`src/include/fct_cfg.svh`:
```
// constants of the four channel interval timer: offsets, field positions, reset values
// assumes a 12-bit byte address on the peripheral bus and 32-bit data
`ifndef FCT_CFG_SVH
`define FCT_CFG_SVH

// ==========================================================
// structure
`define FCT_NCH        4
`define FCT_CW         24
`define FCT_AW         12
`define FCT_CNT_RST    24'hFFFFFF
`define FCT_IVAL_RST   24'h000000

// ==========================================================
// per-channel register offsets, word index in bits 3:2 of the byte address
`define FCT_OFF_INTVAL 2'h0
`define FCT_OFF_COUNT  2'h1
`define FCT_OFF_CTRL   2'h2
`define FCT_OFF_STAT   2'h3

// ==========================================================
// global register byte addresses
`define FCT_OFF_MODCFG 12'h0F0
`define FCT_OFF_IDLE   12'h0F4
`define FCT_OFF_IRQ    12'h0F8

// ==========================================================
// field positions
`define FCT_LOAD_BIT   31
`define FCT_MODE_LSB   1
`define FCT_MODE_MSB   2
`define FCT_STAT_FLAG  0
`define FCT_STAT_RUN   1

`endif

```
`src/include/fct_pkg.sv`:
```
// types shared by the interval timer modules
// assumes fct_cfg.svh is reachable on the include path
`include "fct_cfg.svh"

package fct_pkg;
    // channel operating modes, encoded as written into the control register
    typedef enum logic [1:0] {FCT_REPEAT, FCT_ONESHOT, FCT_STALL, FCT_RSVD} fct_mode_t;
    // bus answer sequencer
    typedef enum logic [1:0] {BUS_IDLE, BUS_DONE, BUS_WAIT, BUS_SDONE} fct_bus_st_t;
    typedef logic [`FCT_CW-1:0] fct_cnt_t;
endpackage

```
`src/include/fct_chan_if.sv`:
```
// carrier between the register front end and one counting channel
// assumes fct_pkg is compiled first
`timescale 1ns/100ps

interface fct_chan_if;
    import fct_pkg::*;
    logic      wr;
    logic      ld;
    fct_cnt_t  val;
    fct_mode_t mode;
    logic      clr;
    fct_cnt_t  cnt;
    fct_cnt_t  ival;
    logic      run;
    logic      flag;

    // front end drives commands, channel answers with its state
    modport ctl  (output wr, ld, val, mode, clr, input cnt, ival, run, flag);
    modport chan (input wr, ld, val, mode, clr, output cnt, ival, run, flag);
endinterface

```
`src/design/fct_chan.sv`:
```
// one down-counting channel of the interval timer
// assumes commands arrive as single-cycle pulses on pclk from the register front end
`timescale 1ns/100ps
`include "fct_cfg.svh"

module fct_chan
    import fct_pkg::*;
(
    // clock, reset, freeze
    input  wire logic pclk,
    input  wire logic presetn,
    input  wire logic ce,
    // command and state
    fct_chan_if.chan  c
);
    fct_cnt_t cnt_r;
    fct_cnt_t cnt_nxt;
    fct_cnt_t ival_r;
    fct_cnt_t ival_nxt;
    fct_cnt_t rld;
    logic     run_r;
    logic     run_nxt;
    logic     flag_r;
    logic     flag_nxt;
    logic     evt;

    // loaded value is always one less than the programmed interval
    function automatic fct_cnt_t minus1(input fct_cnt_t v);
        return v - fct_cnt_t'(1);
    endfunction

    // ==========================================================
    // counting
    // a deferred write must still be honoured when it lands on the zero cycle
    always_comb
    begin
        cnt_nxt  = cnt_r;
        run_nxt  = run_r;
        ival_nxt = ival_r;
        evt      = 1'b0;
        rld      = (c.wr && !c.ld) ? c.val : ival_r;
        if (c.wr)
            ival_nxt = c.val;
        if (c.wr && (c.ld || !run_r))
        begin
            if (c.val != '0)
            begin
                cnt_nxt = minus1(c.val);
                run_nxt = 1'b1;
            end
            else
                run_nxt = 1'b0;
        end
        else if (run_r)
        begin
            if (cnt_r == '0)
            begin
                evt = (c.mode != FCT_STALL);
                if (c.mode == FCT_REPEAT && rld != '0)
                    cnt_nxt = minus1(rld);
                else
                    run_nxt = 1'b0;
            end
            else
                cnt_nxt = cnt_r - fct_cnt_t'(1);
        end
        flag_nxt = (flag_r & ~c.clr) | evt;                // set beats clear
    end

    // state registers, frozen while ce is low
    always_ff @(posedge pclk or negedge presetn)
    begin
        if (!presetn)
        begin
            cnt_r  <= `FCT_CNT_RST;
            ival_r <= `FCT_IVAL_RST;
            run_r  <= 1'b0;
            flag_r <= 1'b0;
        end
        else if (ce)
        begin
            cnt_r  <= cnt_nxt;
            ival_r <= ival_nxt;
            run_r  <= run_nxt;
            flag_r <= flag_nxt;
        end
    end

    assign c.cnt  = cnt_r;
    assign c.ival = ival_r;
    assign c.run  = run_r;
    assign c.flag = flag_r;
endmodule

```
`src/design/fct_top.sv`:
```
// four channel interval timer with an APB register slave
// assumes an APB3 master on pclk; no pins beyond the bus, the ce freeze input and the combined interrupt
//
// Implementation choices: the placing of the registers and register access over APB.
`timescale 1ns/100ps
`include "fct_cfg.svh"

module fct_top
    import fct_pkg::*;
(
    // clock, reset, freeze
    input  wire logic             pclk,
    input  wire logic             presetn,
    input  wire logic             ce,
    // apb slave
    input  wire logic             psel,
    input  wire logic             penable,
    input  wire logic             pwrite,
    input  wire logic [`FCT_AW-1:0] paddr,
    input  wire logic [31:0]      pwdata,
    output logic      [31:0]      prdata,
    output logic                  pready,
    output logic                  pslverr,
    // combined interrupt
    output logic                  irq
);
    import fct_pkg::*;

    fct_chan_if ch_if[`FCT_NCH] ();

    fct_bus_st_t       bst_r;
    fct_bus_st_t       bst_nxt;
    fct_mode_t         mode_r   [`FCT_NCH];
    fct_mode_t         mode_nxt [`FCT_NCH];
    logic [31:0]       prdata_r;
    logic [31:0]       prdata_nxt;
    logic              pready_r;
    logic              pready_nxt;
    logic              pslverr_r;
    logic              pslverr_nxt;
    logic              irq_r;
    logic              irq_nxt;
    logic [1:0]        wch_r;
    logic [1:0]        wch_nxt;
    logic [`FCT_NCH-1:0] wr_c;
    logic [`FCT_NCH-1:0] clr_c;
    logic [`FCT_NCH-1:0] run_v;
    logic [`FCT_NCH-1:0] flag_v;
    fct_cnt_t          cnt_v    [`FCT_NCH];
    fct_cnt_t          ival_v   [`FCT_NCH];
    logic              acc;
    logic              ch_hit;
    logic [1:0]        ch;
    logic [1:0]        rg;
    logic              mapped;
    logic              stall_go;
    logic [31:0]       rdata;

    // ==========================================================
    // channels
    genvar gi;
    generate
        for (gi = 0; gi < `FCT_NCH; gi++)
        begin : g_ch
            assign ch_if[gi].wr   = wr_c[gi];
            assign ch_if[gi].ld   = pwdata[`FCT_LOAD_BIT];
            assign ch_if[gi].val  = pwdata[`FCT_CW-1:0];
            assign ch_if[gi].mode = mode_r[gi];
            assign ch_if[gi].clr  = clr_c[gi];
            assign run_v[gi]      = ch_if[gi].run;
            assign flag_v[gi]     = ch_if[gi].flag;
            assign cnt_v[gi]      = ch_if[gi].cnt;
            assign ival_v[gi]     = ch_if[gi].ival;

            // no shared state between channels
            fct_chan u_chan (
                .pclk    (pclk),
                .presetn (presetn),
                .ce      (ce),
                .c       (ch_if[gi])
            );
        end
    endgenerate

    // lowest-numbered idle channel, channel count when all run
    function automatic logic [2:0] first_idle(input logic [`FCT_NCH-1:0] r);
        logic [2:0] f;
        f = 3'(`FCT_NCH);
        for (int i = `FCT_NCH - 1; i >= 0; i--)
            if (!r[i])
                f = 3'(i);
        return f;
    endfunction

    // ==========================================================
    // address decode
    assign acc      = psel && penable;
    assign ch_hit   = (paddr[`FCT_AW-1:6] == '0);
    assign ch       = paddr[5:4];
    assign rg       = paddr[3:2];
    assign mapped   = ch_hit || paddr == `FCT_OFF_MODCFG || paddr == `FCT_OFF_IDLE || paddr == `FCT_OFF_IRQ;
    // stall only a nonzero interval write to a stall-mode channel
    assign stall_go = pwrite && ch_hit && rg == `FCT_OFF_INTVAL && mode_r[ch] == FCT_STALL
                      && pwdata[`FCT_CW-1:0] != '0;

    // read mux, unmapped and reserved bits read zero
    always_comb
    begin
        rdata = 32'h00000000;
        if (ch_hit)
        begin
            unique case (rg)
                `FCT_OFF_INTVAL: rdata = {8'h00, ival_v[ch]};
                `FCT_OFF_COUNT:  rdata = {8'h00, cnt_v[ch]};
                `FCT_OFF_CTRL:   rdata[`FCT_MODE_MSB:`FCT_MODE_LSB] = mode_r[ch];
                `FCT_OFF_STAT:   rdata[`FCT_STAT_RUN:`FCT_STAT_FLAG] = {run_v[ch], flag_v[ch]};
            endcase
        end
        else if (paddr == `FCT_OFF_MODCFG)
            rdata[3:0] = 4'(`FCT_NCH);
        else if (paddr == `FCT_OFF_IDLE)
            rdata[2:0] = first_idle(run_v);
        else if (paddr == `FCT_OFF_IRQ)
            rdata[`FCT_NCH-1:0] = flag_v;
    end

    // ==========================================================
    // bus sequencer: one wait state, or held until a stall delay ends
    // writes land on the edge that samples pready, except a stall start,
    // which must begin counting while the transfer is held
    always_comb
    begin
        bst_nxt     = bst_r;
        prdata_nxt  = prdata_r;
        pready_nxt  = 1'b0;
        pslverr_nxt = 1'b0;
        wch_nxt     = wch_r;
        wr_c        = '0;
        clr_c       = '0;
        for (int i = 0; i < `FCT_NCH; i++)
            mode_nxt[i] = mode_r[i];
        unique case (bst_r)
            BUS_IDLE:
            begin
                if (acc && stall_go)
                begin
                    wr_c[ch] = 1'b1;
                    wch_nxt  = ch;
                    bst_nxt  = BUS_WAIT;
                end
                else if (acc)
                begin
                    pready_nxt  = 1'b1;
                    pslverr_nxt = !mapped;
                    prdata_nxt  = pwrite ? 32'h00000000 : rdata;
                    bst_nxt     = BUS_DONE;
                end
            end
            BUS_DONE:
            begin
                bst_nxt = BUS_IDLE;
                if (pwrite && ch_hit)
                begin
                    unique case (rg)
                        `FCT_OFF_INTVAL: wr_c[ch] = 1'b1;
                        `FCT_OFF_COUNT:  wr_c[ch] = 1'b0;               // read-only, ignored
                        `FCT_OFF_CTRL:   mode_nxt[ch] = fct_mode_t'(pwdata[`FCT_MODE_MSB:`FCT_MODE_LSB]);
                        `FCT_OFF_STAT:   clr_c[ch] = pwdata[`FCT_STAT_FLAG];
                    endcase
                end
                else if (pwrite && paddr == `FCT_OFF_IRQ)
                    clr_c = pwdata[`FCT_NCH-1:0];
            end
            BUS_WAIT:
            begin
                // the channel went idle: the delay is over, complete the write
                if (!run_v[wch_r])
                begin
                    pready_nxt = 1'b1;
                    prdata_nxt = 32'h00000000;
                    bst_nxt    = BUS_SDONE;
                end
            end
            BUS_SDONE:
                bst_nxt = BUS_IDLE;
        endcase
        irq_nxt = |flag_v;
    end

    // bus and control registers, frozen while ce is low
    always_ff @(posedge pclk or negedge presetn)
    begin
        if (!presetn)
        begin
            bst_r     <= BUS_IDLE;
            prdata_r  <= 32'h00000000;
            pready_r  <= 1'b0;
            pslverr_r <= 1'b0;
            irq_r     <= 1'b0;
            wch_r     <= 2'h0;
            for (int i = 0; i < `FCT_NCH; i++)
                mode_r[i] <= FCT_REPEAT;
        end
        else if (ce)
        begin
            bst_r     <= bst_nxt;
            prdata_r  <= prdata_nxt;
            pready_r  <= pready_nxt;
            pslverr_r <= pslverr_nxt;
            irq_r     <= irq_nxt;
            wch_r     <= wch_nxt;
            for (int i = 0; i < `FCT_NCH; i++)
                mode_r[i] <= mode_nxt[i];
        end
    end

    // all outputs straight from flops; no output pins beyond bus and interrupt
    assign prdata  = prdata_r;
    assign pready  = pready_r;
    assign pslverr = pslverr_r;
    assign irq     = irq_r;

    generate
        for (gi = 0; gi < `FCT_NCH; gi++)
        begin : g_chk

        end
    endgenerate
endmodule

```
`config.mk`:
```
export PLATFORM = sky130hd
export DESIGN_NAME = fct_top
export DESIGN_NICKNAME = d
export VERILOG_FILES = /design/src/include/fct_pkg.sv /design/src/include/fct_chan_if.sv /design/src/design/fct_chan.sv /design/src/design/fct_top.sv
export VERILOG_INCLUDE_DIRS = /design/src /design/src/include
export SDC_FILE = /design/constraint.sdc
export NUM_CORES = 1
export LEC_CHECK = 0
export ABC_AREA = 1
export ABC_CLOCK_PERIOD_IN_PS = 5720
export BUFFER_PORTS_ARGS = -buffer_cell sky130_fd_sc_hd__buf_2
export CAP_MARGIN = 20
export CORE_ASPECT_RATIO = 0.5
export CORE_MARGIN = 3
export CORE_UTILIZATION = 44
export CTS_CLUSTER_DIAMETER = 50
export DETAILED_ROUTE_END_ITERATION = 8
export GPL_TIMING_DRIVEN = 0
export REMOVE_ABC_BUFFERS = 1
export SLEW_MARGIN = 20
export SYNTH_ARGS = -nofsm -noshare
export SYNTH_HDL_FRONTEND = slang
export SYNTH_SLANG_ARGS = --single-unit
```
`constraint.sdc`:
```
create_clock -name pclk -period 5.72 [get_ports pclk]
set_clock_uncertainty 0.1 [all_clocks]
set_input_delay 1.144 -clock pclk [delete_from_list [all_inputs] [get_ports pclk]]
set_output_delay 1.144 -clock pclk [all_outputs]
set_load 0.03 [all_outputs]
```
* Yosys cells after proc, flatten, opt, wreduce, memory -nomap -nowiden
Cells that the tools add are included.
** Storage, ports and cells
- Flip-flop bits (word level) :: 247
- Word-level logic and storage cells :: 257
** Cells by class
- $add $sub $neg :: 9
- $lt $le $gt $ge :: 5
- Eq/ne operators :: 26
- Mux-type cells :: 108
- Bitwise logic cells :: 14
- Reduce and logical (&&, ||, !) cells :: 69
** Operators with widths (number)
- $mux W24 :: 25
- $sub A24 B1 Y24 const B :: 9
- $mux W32 :: 4
- $reduce_bool A24 Y1 :: 5
- $bmux W24 S2 :: 2
- $logic_not A24 Y1 :: 4
- $pmux W32 S2 :: 1
- $pmux W21 S2 :: 1
- $mux W1 :: 40
- $mux W4 :: 10
- $eq A12 B8 Y1 const B :: 3
- $mux W28 :: 1
- $ne A2 B2 Y1 const B :: 11
- $logic_and A1 B1 Y1 :: 21
- $reduce_and A4 Y1 :: 5
- $mux W3 :: 5
- $logic_not A2 Y1 :: 6
- $mux W2 :: 6
- $ne A3 B2 Y1 const B :: 4
- $eq A2 B2 Y1 const B :: 5
- $reduce_bool A2 Y1 :: 5
- $bwmux W8 :: 1
- $pmux W4 S2 :: 1
- $reduce_and A2 Y1 :: 4
- other kinds (26) :: 52

* Longest topological paths before layout
Gate-level depths: netlist of run 1.
- Depth after elaboration :: 18
- Gate-level depth with buffers :: 30
- Mapped depth without buffers :: 27

* Cells and area by module
A second synthesis of run 1 with hierarchy kept.
** Second synthesis, totals
- Cell total of the unflattened synthesis :: 3049
- Area, all modules :: 18805.5 um^2
** By module, submodules not included
- fct_chan at g_ch[0].u_chan ... :: instances 3, cells an instance 599, area an instance 3752.3 um^2
- fct_top :: instances 1, cells an instance 653, area an instance 3801.1 um^2
- fct_chan at g_ch[3].u_chan :: instances 1, cells an instance 599, area an instance 3747.3 um^2

* Least setup slack after synthesis of run 1
No wires, ideal clock.
- Path type :: in2reg
- From :: input port pwdata[0]
- To :: register g_ch[1].u_chan.cnt_r[20]
- Setup time :: 0.060 ns
- Arrival time :: 3.858 ns
- Data required time :: 5.560 ns
- Setup slack :: 1.701 ns
- Stages on the path :: 26
- Buffers on the path :: 3
- Cell sequence :: inv_1 > clkbuf_1 > ha_1 > nand3_2 > nor2_4 > nand3_2 > nand3_2 > nand2_2 > buf_8 > buf_2 > nand4_1 > nand2_1 > nand2_1 > nand2_1 > inv_1 > ha_1 > nand2_1 > nor2_1 > nand2_1 > nor2_2 > nand2_1 > nand2_1 > nand3_1 > nand2_1 > nand2_1 > nand2_1
** Between the ends
- Word-level cells in the longest chain between the ends :: 12
- Elaborated cells between the ends (all ways) :: 21
- Classes of those cells :: add/sub (2); eq/ne (2); mux (8); reduce/logical (9)
** RTL lines
- start: declaration :: RTL line fct_top.sv:20 : input wire logic [31:0] pwdata,
- $reduce_bool A24 Y1 :: RTL line fct_chan.sv:46, fct_top.sv:104
- $logic_and A1 B1 Y1 :: RTL line fct_top.sv:103 : assign stall_go = pwrite && ch_hit && rg == `FCT_OFF_INTVAL && mode_r[ch] == FCT_STALL
- $logic_and A1 B1 Y1 :: RTL line fct_top.sv:145 : if (acc && stall_go)
- $mux W4 :: RTL line fct_top.sv:145
- $pmux W4 S2 :: RTL line fct_top.sv:142 : unique case (bst_r)
- $logic_and A1 B1 Y1 :: RTL line fct_chan.sv:41 : rld = (c.wr && !c.ld) ? c.val : ival_r;
- $mux W24 :: RTL line fct_chan.sv:41
- $sub A24 B1 Y24 :: RTL line fct_chan.sv:29 : return v - fct_cnt_t'(1);
- $mux W24 :: RTL line fct_chan.sv:59 : if (c.mode == FCT_REPEAT && rld != '0)
- $mux W24 :: RTL line fct_chan.sv:56 : if (cnt_r == '0)
- $mux W24 :: RTL line fct_chan.sv:54 : else if (run_r)
- $mux W24 :: RTL line fct_chan.sv:44 : if (c.wr && (c.ld || !run_r))
- end signal: assignment :: RTL line fct_chan.sv:75 : cnt_r <= `FCT_CNT_RST;
- end signal: assignment :: RTL line fct_chan.sv:82 : cnt_r <= cnt_nxt;
- end: declaration :: RTL line fct_chan.sv:16 : fct_cnt_t cnt_r;
Parallel ways exist; a longest one is shown, timed or not. The select of a mux whose other input is x is not followed.
A chain may end at the register's enable or synchronous reset.

* Worst setup path after layout of run 1
- From :: input port pwdata[0]
- To :: register g_ch[0].u_chan.cnt_r[3]
** Between the ends
- Word-level cells in the longest chain between the ends :: 12
- Elaborated cells between the ends (all ways) :: 21
- Classes of those cells :: add/sub (2); eq/ne (2); mux (8); reduce/logical (9)
** RTL lines (RTL line)
- $reduce_bool A24 Y1 :: fct_chan.sv:46, fct_top.sv:104
- $logic_and A1 B1 Y1 :: fct_top.sv:103
- $logic_and A1 B1 Y1 :: fct_top.sv:145
- $mux W4 :: fct_top.sv:145
- $pmux W4 S2 :: fct_top.sv:142
- $logic_and A1 B1 Y1 :: fct_chan.sv:41
- $mux W24 :: fct_chan.sv:41
- $sub A24 B1 Y24 :: fct_chan.sv:29
- $mux W24 :: fct_chan.sv:59
- $mux W24 :: fct_chan.sv:56
- $mux W24 :: fct_chan.sv:54
- $mux W24 :: fct_chan.sv:44
- end signal: assignment :: fct_chan.sv:75
- end signal: assignment :: fct_chan.sv:82
- end: declaration :: fct_chan.sv:16
Parallel ways exist; a longest one is shown, timed or not. The select of a mux whose other input is x is not followed.

==> impl_summary.txt, run 1 <==
----------------------------------------------------
[Power and ir drop]
  Gate power share ... 48.3%
  Power per cell area ... 406 nW/um^2
  Total internal power ... about 4500 uW
  Reported net switching power ... slightly above 4000 uW
  PnR Total Power ... just under 9000 uW
  Switching share of total power ... 47.9%
  Clk network pwr share ... 22.8%
  Total leakage power ... between 0.01 and 0.015 uW
  Sequential cell fraction of total power ... about 29%
  Worst vdd rail ir drop ... 235 uV

[Die]
  Number of standard-cell rows in the floorplan ... 53
  Die Footprint ... 46,700 um^2
  Width of the chip ... between 300 and 400 um
  Placeable core area ... 42,700 um^2
  Initial standard-cell utilization of the core ... 45.3%
  I/O pin count ... 85
  Y dimension of the die ... 154 um

[CTS]
  Master cell of the clock root buffer ... sky130_fd_sc_hd__clkbuf_16
  Clock latency at the later pin of the worst-skew pair ... 0.59 ns
  TritonCTS clock tree ... built
  Number of buffers inserted to repair setup after CTS ... 0
  Maximum root-to-sink buffer count ... 3
  CTS HTree Levels ... 1
  Clock-pin slew of the registers on the worst-case setup and hold paths ... 0.07 ns
  Hold-fix buffer count after cts ... 0
  Number of sinks handled by clock tree synthesis ... 239
  Inserted Clock Buffers ... 29

[Placed design]
  Post-Place Setup Slack ... -0.826 ns
  Total half-perimeter wirelength after legalization and detailed placement ... about 70,000 um
  Placed Cells ... 3,653
  Number of port buffers ... 69
  Routability congestion estimate ... 1.06

[Run status]
  Outcome ... finished clean

[Yosys]
  Cell types occupying the most area after synthesis ... sky130_fd_sc_hd__nand2_1 24%, sky130_fd_sc_hd__dfrtp_1 18%, sky130_fd_sc_hd__dfstp_2 13%
  Count of mapped cells out of synthesis ... 3,142
  FFs w/ async S/R, synth ... 100%
  Post-synthesis sequential element count ... approximately 240
  Proportion of netlist area held by the largest area contributor ... 24.5%
  Number of distinct standard cells referenced by the synthesized netlist ... 53
  Syn avg cell area ... 6.16 um^2
  EDFF count, synth ... 0
  Synth warnings ... 0
  Share of the yosys chip area belonging to registers ... between 30% and 40%
  Synthesized area ... 19,400 um^2
  Cell taking the most area after synthesis ... sky130_fd_sc_hd__nand2_1
  Most frequently used flop master after synthesis ... sky130_fd_sc_hd__dfrtp_1

[Global routing]
  Via count of the first global-routing pass ... 19,600
  Maximum number of pins on one net before global-route repair ... roughly 70
  Global-route wire length before repair ... 132,000 um
  Antenna violations before repair ... 2
  All-Layer GR Usage ... between 30% and 40%
  Total gr overflow ... 0

[Setup path]
  Sequence of cells on the critical path ... buf_2 > clkinvlp_4 > ha_1 > nand3_2 > nor2_4 > nand3_2 > nand3_2 > nand2_4 > buf_16 > nand3_4 > o21ai_0 > nor2_1 > nand2_1 > nor2_1 > nand3_1 > nand2_1 > nand3_1 > nand3_4 > inv_4 > nand2_1 > nand2_1
  Crit end category ... flop
  Critical-path top delay cell ... sky130_fd_sc_hd__o21ai_0
  Combined buffer and inverter count along the critical path ... 4
  Setup crit start kind ... primary input
  WS Path Type ... primary input to flop
  Critical path arrival ... 5.94 ns
  Most prevalent standard cell on the critical path ... sky130_fd_sc_hd__nand2_1
  Cell type group with the largest total delay on the critical path ... simple AND/OR/NAND/NOR gates
  Worst stage delay on the critical path ... 0.49 ns
  Required time at the endpoint of the critical path ... 6.15 ns
  Largest fanout on the critical path ... 47

[Timing]
  Tightest slew margin relative to the limit ... 16.8%
  Final clock period utilization by the worst path ... a little under 100%
  Worst Setup Slack, final ... 0.203 ns
  Endpoints failing hold ... 0
  F_max ... about 180 MHz
  Number of failing setup endpoints in the final timing report ... 0
  Worst Tran Pin Value ... 1.24 ns
  Pins over their slew limit ... 0
  Setup repair after global routing missed its margin ... false
  Fin crit period ... between 5 and 6 ns

[Hold path]
  Worst hold path type ... primary input to asynchronous set/reset pin

[Routing]
  Overall via count from detail_route ... roughly 22,000
  Residual DRC ... 0
  Total wirelength of the detailed-routed design ... 90,800 um
  Via density per instance ... 5.95
  WL per Instance ... 24.5 um
  Initial DRC Count ... 3,345
  Drt first pass iters ... 7
  Remaining antenna violation count after routing ... 0

[Final layout]
  Area delta synth->final ... 10.1%
  Storage cell area ... 6100 um^2
  Fraction of the core area covered by cells at the end of the flow ... 49.9%
  Area of the multi-input gates ... 11,600 um^2
  Filler Cells Inserted ... 4,562
  Post-route non-filler standard cell count ... 3,709
  Fraction of final layout cells sized beyond drive strength 1 ... a little over a tenth
  Number of nets in the layout ... 3,164

[Flow run]
  Maxcap violations ... 0

----------------------------------------------------
final timing paths:
path	from	to	slack, ns	depth (start not counted)
max in group asynchronous	presetn	g_ch[1].u_chan.c.cnt[6]	4.04	3
setup / recovery	pwdata[0]	g_ch[0].u_chan.c.cnt[3]	0.20	21
hold / removal	presetn	prdata[4]	0.36	1
hold reg to reg	g_ch[3].u_chan.c.cnt[21]	g_ch[3].u_chan.c.cnt[21]	0.37	2
min in group pclk	g_ch[3].u_chan.c.cnt[21]	g_ch[3].u_chan.c.cnt[21]	0.37	2
setup reg to reg	g_ch[1].u_chan.c.cnt[19]	g_ch[1].u_chan.c.cnt[10]	0.97	15
synthesized netlist by cell type, drive strengths merged (2+ instances only):
cell,instances
clkbuf,88
a22o,18
xor2,22
dfrtp,143
o41ai,6
inv,283
a22oi,56
nand3b,2
a31oi,3
o22ai,9
a32o,2
or2,7
and2,4
a221oi,2
o221ai,36
o21ai,238
nand4,142
ha,5
a21oi,25
buf,74
nand3,287
dfstp,96
nor4,8
clkinv,11
nor2,264
nor3,15
mux2,2
o211ai,2
nand2,1274
a21o,4
o21bai,6
sequential cells by signal (all words and copies together), names as in the netlist:
| name | cells |
|---|---|
| g_ch.u_chan.c.flag | 4 |
| ch_if.mode | 8 |
| wch_r | 2 |
| prdata | 24 |
| bst_r | 2 |
| pslverr | 1 |
| g_ch.u_chan.c.cnt | 96 |
| g_ch.u_chan.c.ival | 96 |
| pready | 1 |
| g_ch.u_chan.c.run | 4 |
| irq | 1 |
layout make-up:
class	instances	share of cell area (%)
timing repair buffer	91	3.68
sequential	239	28.6
inverter	294	5.24
tap	577	3.39
clock inverter	18	0.945
multi-input combinational	2454	54.5
antenna	1	0.0117
clock buffer	35	3.65
metal layers:
layer	vias up	share of wire (%)	track usage, %
met5	-	0.014	0
met2	1295	38	49.4
met4	2	2.2	7.11
li1	10200	-	-
met1	10400	44	56.1
met3	138	16	19.0
power groups by stage:
| stage | clock [uW] | combinational (uW) | sequential, uW |
|---|---|---|---|
| 6_report | 1970 | 4180 | 2500 |
| 5_1_grt | 2060 | 4620 | 2530 |
| 4_1_cts | 1990 | 4040 | 2480 |
| 3_5_place_dp | 0 | 4020 | 2500 |
| 3_3_place_gp | 0 | 3950 | 2490 |
| 2_1_floorplan | 0 | 2840 | 2380 |
metrics by stage:
| stage | hold WS, ns | TNS [ns] | instance area [um^2] |
|---|---|---|---|
| floorplan | 0.348 | -16.12 | 18600 |
| global placement | 0.354 | -785.32 | 19700 |
| detailed placement | 0.358 | -51.88 | 20300 |
| CTS | 0.363 | 0 | 21300 |
| global route | 0.377 | 0 | 21300 |
| finish | 0.356 | 0 | 21300 |
cell usage in the layout, fill, tap and decap left out, drive strengths merged, types with 5 or more instances in the layout:
cell         n
dfstp       96
a22o        18
a22oi       56
o21bai       6
buf         91
clkbuf      35
nor2       264
xor2        22
ha           5
nor4         8
o221ai      36
inv        286
dfrtp      143
nand2     1274
o21ai      238
o41ai        6
clkinv      18
nor3        15
a21oi       25
clkinvlp     5
or2          7
nand3      287
nand4      142
o22ai        9
conb         8
kinds of logic after synthesis:
family,Yosys count,synth area share [%]
AO/OA/AOI/OAI,412,13.0
multiplexers,3,0.168
adder cells (fa/ha/maj),5,0.323
XOR/XNOR,22,0.996
buffers and inverters,456,9.76
flip-flops,239,31.5
other,1,0.0194
AND/OR/NAND/NOR,2004,44.2
what timing repair did:
item | CTS | global route
resized for setup | 3 | 12
pin swaps | 0 | 0
endpoints found under the setup margin | 36 | 65
Note: power is estimated with default switching activity, not from simulation.
==> run 2: changes to the inputs <==
CELL_PAD_IN_SITES_DETAIL_PLACEMENT = 0   (was default)
CELL_PAD_IN_SITES_GLOBAL_PLACEMENT = 1   (was default)
CORE_UTILIZATION = 35   (was 44)
PLACE_DENSITY_LB_ADDON = 0.1   (was default)
==> run 2 against run 1 <==
Net effect: sequential share of layout area decreased by 0.28 points; final cell count increased by 4.6%; hold slack got worse by 0.011 ns; critical path depth increased by 1; final area increased by 1.0%; die area increased by 25%; largest power group unchanged.
==> impl_summary.txt, run 2 (synthesis results as in run 1) <==
----------------------------------------------------
[Run status]
  Outcome ... finished clean (unchanged)

[Setup path]
  WS Path Type ... primary input to flop (unchanged)
  Most prevalent standard cell on the critical path ... sky130_fd_sc_hd__nand2_1 (unchanged)
  Combined buffer and inverter count along the critical path ... 4 (unchanged)
  Worst stage delay on the critical path ... 0.49 ns (about the same)
  Setup crit start kind ... primary input (unchanged)
  Critical path arrival ... 5.82 ns (was 5.94 ns)
  Required time at the endpoint of the critical path ... 6.17 ns (was 6.15 ns)
  Largest fanout on the critical path ... 33 (was 47)
  Critical-path top delay cell ... sky130_fd_sc_hd__inv_1 (was sky130_fd_sc_hd__o21ai_0)
  Cell type group with the largest total delay on the critical path ... simple AND/OR/NAND/NOR gates (unchanged)
  Sequence of cells on the critical path ... buf_2 > inv_1 > ha_1 > nand3_2 > nor2_4 > nand3_2 > nand4_1 > nand2_2 > buf_16 > nand3_1 > nand2_1 > nand2_1 > nor2_1 > nand2_1 > nor2_1 > nand3_1 > nand2_1 > nand3_1 > nand3_4 > inv_2 > nand2_1 > nand2_1 (was buf_2 > clkinvlp_4 > ha_1 > nand3_2 > nor2_4 > nand3_2 > nand3_2 > nand2_4 > buf_16 > nand3_4 > o21ai_0 > nor2_1 > nand2_1 > nor2_1 > nand3_1 > nand2_1 > nand3_1 > nand3_4 > inv_4 > nand2_1 > nand2_1)
  Crit end category ... flop (unchanged)

[Hold path]
  Worst hold path type ... primary input to asynchronous set/reset pin (unchanged)

[Power and ir drop]
  PnR Total Power ... 8640 uW (was 8650 uW)
  Power per cell area ... 402 nW/um^2 (was 406 nW/um^2)
  Worst vdd rail ir drop ... 231 uV (was 235 uV)
  Total leakage power ... 0.0107 uW (about the same)

[CTS]
  Hold-fix buffer count after cts ... 0 (unchanged)
  Clock latency at the later pin of the worst-skew pair ... 0.61 ns (was 0.59 ns)
  Master cell of the clock root buffer ... sky130_fd_sc_hd__clkbuf_16 (unchanged)
  TritonCTS clock tree ... built (unchanged)
  CTS HTree Levels ... 1 (unchanged)
  Inserted Clock Buffers ... 31 (was 29)
  Number of buffers inserted to repair setup after CTS ... 0 (unchanged)
  Clock-pin slew of the registers on the worst-case setup and hold paths ... 0.06 ns (was 0.07 ns)
  Maximum root-to-sink buffer count ... 3 (unchanged)
  Number of sinks handled by clock tree synthesis ... 239 (unchanged)

[Final layout]
  Ant diodes ... 0 (was 1)
  Number of nets in the layout ... 3,165 (was 3,164)
  Leading cell type in the layout, fill and taps excluded ... sky130_fd_sc_hd__nand2_1 (unchanged)
  Commonest non-fill, non-tap cells in the layout ... 1,259 x sky130_fd_sc_hd__nand2_1, 271 x sky130_fd_sc_hd__nand3_1, 270 x sky130_fd_sc_hd__inv_1 (was 1,259 x sky130_fd_sc_hd__nand2_1, 272 x sky130_fd_sc_hd__nand3_1, 270 x sky130_fd_sc_hd__inv_1)
  Area delta synth->final ... 11.2% (was 10.1%)
  Fraction of final layout cells sized beyond drive strength 1 ... 10.6% (was 11.0%)
  Filler Cells Inserted ... 6,063 (was 4,562)
  Fraction of the core area covered by cells at the end of the flow ... 39.7% (was 49.9%)

[Routing]
  Drt first pass iters ... 6 (was 7)
  Via density per instance ... 5.54 (was 5.95)
  Remaining antenna violation count after routing ... 0 (unchanged)
  WL per Instance ... 24.5 um (about the same)
  Residual DRC ... 0 (unchanged)
  Initial DRC Count ... 2,479 (was 3,345)
  Total wirelength of the detailed-routed design ... 94,800 um (was 90,800 um)
  Overall via count from detail_route ... 21,500 (was 22,100)

[Die]
  Placeable core area ... 54,200 um^2 (was 42,700 um^2)
  Die Footprint ... 58,300 um^2 (was 46,700 um^2)
  Width of the chip ... 339 um (was 303 um)
  Number of standard-cell rows in the floorplan ... 60 (was 53)
  I/O pin count ... 85 (unchanged)
  Y dimension of the die ... 172 um (was 154 um)
  Initial standard-cell utilization of the core ... 35.7% (was 45.3%)

[Global routing]
  Total gr overflow ... 0 (unchanged)
  Maximum number of pins on one net before global-route repair ... 84 (was 72)
  Antenna violations before repair ... 3 (was 2)
  Via count of the first global-routing pass ... 19,400 (was 19,600)
  All-Layer GR Usage ... 32.1% (was 38.1%)
  Global-route wire length before repair ... 138,000 um (was 132,000 um)

[Placed design]
  Post-Place Setup Slack ... -1.16 ns (was -0.826 ns)
  Total half-perimeter wirelength after legalization and detailed placement ... 73,200 um (was 69,800 um)
  Number of port buffers ... 69 (unchanged)
  Routability congestion estimate ... 0.985 (was 1.06)

[Timing]
  F_max ... 186 MHz (was 181 MHz)
  Smallest hold slack ... 0.345 ns (was 0.356 ns)
  Pins over their slew limit ... 0 (unchanged)
  Setup repair after global routing missed its margin ... false (unchanged)
  Worst Setup Slack, final ... 0.353 ns (was 0.203 ns)
  Endpoints failing hold ... 0 (unchanged)
  Setup TNS Final ... 0 ns (unchanged)
  Number of failing setup endpoints in the final timing report ... 0 (unchanged)
  Worst Tran Pin Value ... 1.28 ns (was 1.24 ns)
  Fin crit period ... 5.37 ns (was 5.52 ns)
  Final clock period utilization by the worst path ... 93.8% (was 96.4%)
  Tightest slew margin relative to the limit ... 14.1% (was 16.8%)

[Flow run]
  Maxcap violations ... 0 (unchanged)

----------------------------------------------------
## run 2: changes by cell type in the layout (fill, tap and decap cells not counted), sizes merged
cell	change
clkinv	-4
clkbuf	+9
clkinvlp	-2
nor2	+1
inv	+2
bufinv	-1
diode	-1
buf	-2
## run 2: cell type report
| cell class | instances | area (um^2) | area share [%] |
|---|---|---|---|
| Sequential cell | 239 | 6100 | 28.3 |
| Inverter | 294 | 1120 | 5.19 |
| Clock buffer | 44 | 855 | 3.97 |
| Tap cell | 744 | 931 | 4.33 |
| Clock inverter | 13 | 144 | 0.669 |
| Timing Repair Buffer | 89 | 797 | 3.70 |
| Multi-Input combinational cell | 2455 | 11600 | 53.8 |
## run 2: per-stage QoR
step | cells | area, um^2
floorplan | 2987 | 18600
global placement | 3800 | 19900
detailed placement | 3820 | 20400
CTS | 3878 | 21400
global route | 3878 | 21500
finish | 3878 | 21500
## run 2: path summary, 6_finish.rpt
check / startpoint / to / slack [ns] / cells past startpoint
worst max-delay path: pwdata[0] / g_ch[1].u_chan.c.cnt[17] / 0.35 / 22
worst min-delay path: presetn / prdata[22] / 0.35 / 1
worst max register to register: g_ch[1].u_chan.c.cnt[21] / g_ch[1].u_chan.c.cnt[22] / 0.89 / 18
worst min register to register: g_ch[3].u_chan.c.cnt[14] / g_ch[3].u_chan.c.cnt[14] / 0.37 / 2
max in group asynchronous: presetn / g_ch[0].u_chan.c.cnt[1] / 3.67 / 4
min in group pclk: g_ch[3].u_chan.c.cnt[14] / g_ch[3].u_chan.c.cnt[14] / 0.37 / 2
## run 2: report_power, final
group / switching, uW / internal, uW / leakage [uW] / total [uW]
clock network: 881 / 1140 / 0.000480 / 2020
logic: 2930 / 1210 / 0.00725 / 4140
registers: 303 / 2180 / 0.00299 / 2490
## run 2: what timing repair did
item,4_1_cts,5_1_grt
pin swaps,1,0
gates resized for setup,5,7
setup endpoints to repair,81,81
endpoints found under the hold margin,0,0
gates cloned,1,0
## run 2: routing by layer
metal | global-route usage (%) | part of all wire [%]
met1 | 49.9 | 49
met2 | 41.9 | 37
met3 | 12.0 | 13
met4 | 3.86 | 1.2
met5 | 0 | 0.014
==> run 3: changes to the inputs <==
ABC_AREA = 0   (was 1)
==> run 3 against run 2 <==
Net effect: sequential cell count unchanged; core utilization increased by 1.6 points; first-iteration DRC count decreased by 0.73%; critical path depth decreased by 11; final area decreased by 5.4%; largest cell class unchanged; via count decreased by 19%; routed wire length decreased by 6.9%; sequential share of layout area increased by 1.6 points; non-clock buffer count increased by 20.
==> impl_summary.txt, run 3 <==
----------------------------------------------------
[CTS]
  CTS HTree Levels ... 1 (unchanged)
  Clock latency at the later pin of the worst-skew pair ... 0.61 ns (about the same)
  Master cell of the clock root buffer ... sky130_fd_sc_hd__clkbuf_16 (unchanged)
  Maximum root-to-sink buffer count ... 3 (unchanged)
  Inserted Clock Buffers ... 31 (unchanged)
  Clock-pin slew of the registers on the worst-case setup and hold paths ... 0.06 ns (about the same)
  Number of sinks handled by clock tree synthesis ... 239 (unchanged)
  TritonCTS clock tree ... built (unchanged)

[Die]
  Y dimension of the die ... 165 um (was 172 um)
  Number of standard-cell rows in the floorplan ... 57 (was 60)
  Die Footprint ... 53,600 um^2 (was 58,300 um^2)
  Width of the chip ... 324 um (was 339 um)
  Initial standard-cell utilization of the core ... 36.0% (was 35.7%)
  Placeable core area ... 49,300 um^2 (was 54,200 um^2)
  I/O pin count ... 85 (unchanged)

[Placed design]
  Number of port buffers ... 69 (unchanged)
  Placed Cells ... 2,602 (was 3,820)
  Post-Place Setup Slack ... -1.26 ns (was -1.16 ns)
  Total half-perimeter wirelength after legalization and detailed placement ... 67,400 um (was 73,200 um)
  Routability congestion estimate ... 0.989 (was 0.985)

[Setup path]
  WS Path Type ... primary input to flop (unchanged)
  Critical path arrival ... 6.05 ns (was 5.82 ns)
  Largest fanout on the critical path ... 30 (was 33)
  Required time at the endpoint of the critical path ... 6.15 ns (was 6.17 ns)
  Reg2reg path depth ... 10 (was 18)
  Setup crit start kind ... primary input (unchanged)
  Crit end category ... flop (unchanged)
  Register-to-register setup slack ... 0.33 ns (was 0.89 ns)

[Yosys]
  Most frequently used flop master after synthesis ... sky130_fd_sc_hd__dfrtp_1 (unchanged)
  Syn avg cell area ... 9.01 um^2 (was 6.16 um^2)
  Post-synthesis sequential element count ... 239 (unchanged)
  FFs w/ async S/R, synth ... 100% (unchanged)
  Count of mapped cells out of synthesis ... 1,968 (was 3,142)
  Cell types occupying the most area after synthesis ... sky130_fd_sc_hd__dfrtp_1 20%, sky130_fd_sc_hd__dfstp_2 14%, sky130_fd_sc_hd__mux2_2 7.4% (was sky130_fd_sc_hd__nand2_1 24%, sky130_fd_sc_hd__dfrtp_1 18%, sky130_fd_sc_hd__dfstp_2 13%)
  Synthesized area ... 17,700 um^2 (was 19,400 um^2)
  Top post-synthesis cells by count ... 209 x sky130_fd_sc_hd__nand2_1, 169 x sky130_fd_sc_hd__nor2_1, 143 x sky130_fd_sc_hd__dfrtp_1 (was 1,261 x sky130_fd_sc_hd__nand2_1, 276 x sky130_fd_sc_hd__nand3_1, 275 x sky130_fd_sc_hd__inv_1)
  Share of the yosys chip area belonging to registers ... 34.4% (was 31.5%)
  Proportion of netlist area held by the largest area contributor ... 20.2% (was 24.5%)
  EDFF count, synth ... 0 (unchanged)
  Most frequently used cell type in the post-synthesis netlist ... sky130_fd_sc_hd__nand2_1 (unchanged)
  Number of distinct standard cells referenced by the synthesized netlist ... 94 (was 53)
  Cell taking the most area after synthesis ... sky130_fd_sc_hd__dfrtp_1 (was sky130_fd_sc_hd__nand2_1)
  Synth warnings ... 0 (unchanged)

[Routing]
  WL per Instance ... 33.0 um (was 24.5 um)
  Overall via count from detail_route ... 17,400 (was 21,500)
  Initial DRC Count ... 2,461 (was 2,479)
  Residual DRC ... 0 (unchanged)
  Drt first pass iters ... 5 (was 6)
  Remaining antenna violation count after routing ... 0 (unchanged)
  Total wirelength of the detailed-routed design ... 88,300 um (was 94,800 um)
  Via density per instance ... 6.52 (was 5.54)

[Timing]
  Endpoints failing hold ... 0 (unchanged)
  Setup repair after global routing missed its margin ... false (unchanged)
  Fin crit period ... 5.63 ns (was 5.37 ns)
  Pins over their slew limit ... 0 (unchanged)
  Worst Setup Slack, final ... 0.0936 ns (was 0.353 ns)
  Number of failing setup endpoints in the final timing report ... 0 (unchanged)
  Tightest slew margin relative to the limit ... 14.3% (was 14.1%)
  Final clock period utilization by the worst path ... 98.4% (was 93.8%)
  F_max ... 178 MHz (was 186 MHz)
  Smallest hold slack ... 0.290 ns (was 0.345 ns)
  Worst Tran Pin Value ... 1.28 ns (about the same)

[Power and ir drop]
  Power per cell area ... 250 nW/um^2 (was 402 nW/um^2)
  Worst vdd rail ir drop ... 261 uV (was 231 uV)
  Total leakage power ... 0.00849 uW (was 0.0107 uW)
  PnR Total Power ... 5100 uW (was 8640 uW)

[Global routing]
  Maximum number of pins on one net before global-route repair ... 84 (unchanged)
  Global-route wire length before repair ... 124,000 um (was 138,000 um)
  Met1 track utilization from global routing ... 48.8% (was 49.9%)
  Met3 capacity usage during global routing ... 14.5% (was 12.0%)
  All-Layer GR Usage ... 32.3% (was 32.1%)
  Via count of the first global-routing pass ... 16,000 (was 19,400)
  Total gr overflow ... 0 (unchanged)
  Antenna violations before repair ... 10 (was 3)
  Layer with the highest usage ... met1 (unchanged)
  Global-route met2 utilization ... 41.2% (was 41.9%)

[Final layout]
  Fraction of final layout cells sized beyond drive strength 1 ... 25.9% (was 10.6%)
  Area delta synth->final ... 14.8% (was 11.2%)
  Leading cell type in the layout, fill and taps excluded ... sky130_fd_sc_hd__nand2_1 (unchanged)
  Commonest non-fill, non-tap cells in the layout ... 209 x sky130_fd_sc_hd__nand2_1, 158 x sky130_fd_sc_hd__nor2_1, 143 x sky130_fd_sc_hd__dfrtp_1 (was 1,259 x sky130_fd_sc_hd__nand2_1, 271 x sky130_fd_sc_hd__nand3_1, 270 x sky130_fd_sc_hd__inv_1)
  Filler Cells Inserted ... 4,902 (was 6,063)
  Post-route non-filler standard cell count ... 2,672 (was 3,878)
  Number of nets in the layout ... 2,021 (was 3,165)

[Run status]
  Outcome ... finished clean (unchanged)

[Hold path]
  Worst hold path type ... primary input to asynchronous set/reset pin (unchanged)

[Flow run]
  Maxcap violations ... 0 (unchanged)

----------------------------------------------------
==> run 3: metal layers <==
layer | up-vias | wire (um)
li1 | 7399 | -
met3 | 115 | 14100
met2 | 1063 | 32100
met5 | - | 123
met4 | 8 | 1670
met1 | 8838 | 40300
==> run 3: critical path, cell delays in order <==
cell,delay (ns)
sky130_fd_sc_hd__buf_2,0.42
sky130_fd_sc_hd__nor2_2,0.37
sky130_fd_sc_hd__nand4_1,0.50
sky130_fd_sc_hd__a211oi_2,0.86
sky130_fd_sc_hd__nor2_1,0.38
sky130_fd_sc_hd__nor2_2,0.69
sky130_fd_sc_hd__a211o_1,0.44
sky130_fd_sc_hd__a21boi_2,0.53
sky130_fd_sc_hd__buf_6,0.24
sky130_fd_sc_hd__a21oi_1,0.05
sky130_fd_sc_hd__o2bb2a_1,0.32
==> run 3: kinds of logic (layout without fill, tap and decap cells) <==
kind of cell | after synthesis | count (layout) | synth area share [%]
simple gates | 766 | 766 | 21.7
compound gates | 460 | 461 | 17.5
flops | 239 | 239 | 34.4
mux | 227 | 227 | 17.4
buf+inv | 177 | 192 | 4.03
xor+xnor | 93 | 93 | 4.59
fa+ha+maj | 5 | 5 | 0.353
other cells | 1 | 11 | 0.0211
==> run 3: area by class of cell <==
cell class,instances,area [um^2],share of cell area [%]
diodes,3,7.51,0.0369
clock inverters,12,163,0.799
inverters,25,93.8,0.461
flip-flops and latches,239,6100,30.0
multi-input cells,1560,11200,55.0
repair buffers,109,1020,5.01
well taps,678,848,4.16
clock buffers,46,942,4.63
==> run 3: report_power, final <==
group	leakage [uW]	internal [uW]	total (uW)	switching, uW
Sequential	0.00297	1740	1800	61.4
Clock	0.000544	1280	2160	882
Combinational	0.00497	353	1140	789
Total	0.00849	3370	5100	1730
==> run 3: timing repair <==
action,4_1_cts,5_1_grt
setup endpoints to repair,28,43
hold buffers,0,0
buffers inserted,4,3
cloned,1,0
pin swaps,3,1
resized for setup,4,9
==> run 3: path summary, 6_finish.rpt <==
check                                start                        to
worst max-delay path              paddr[2]   g_ch[1].u_chan.c.cnt[7]
worst max register to register    bst_r[1]   g_ch[1].u_chan.c.cnt[7]
max in group asynchronous          presetn  g_ch[0].u_chan.c.cnt[13]
min in group pclk               prdata[22]                prdata[22]
worst min register to register  prdata[22]                prdata[22]
worst min-delay path               presetn  g_ch[2].u_chan.c.ival[6]
==> run 3: through the flow <==
stage               area [um^2]  util (%)  setup TNS, ns
finish                    20400      41.3              0
global route              20400      41.3              0
CTS                       20300      41.1              0
detailed placement        19100      38.7         -51.36
global placement          18300      37.2        -766.56
floorplan                 17100         -              0
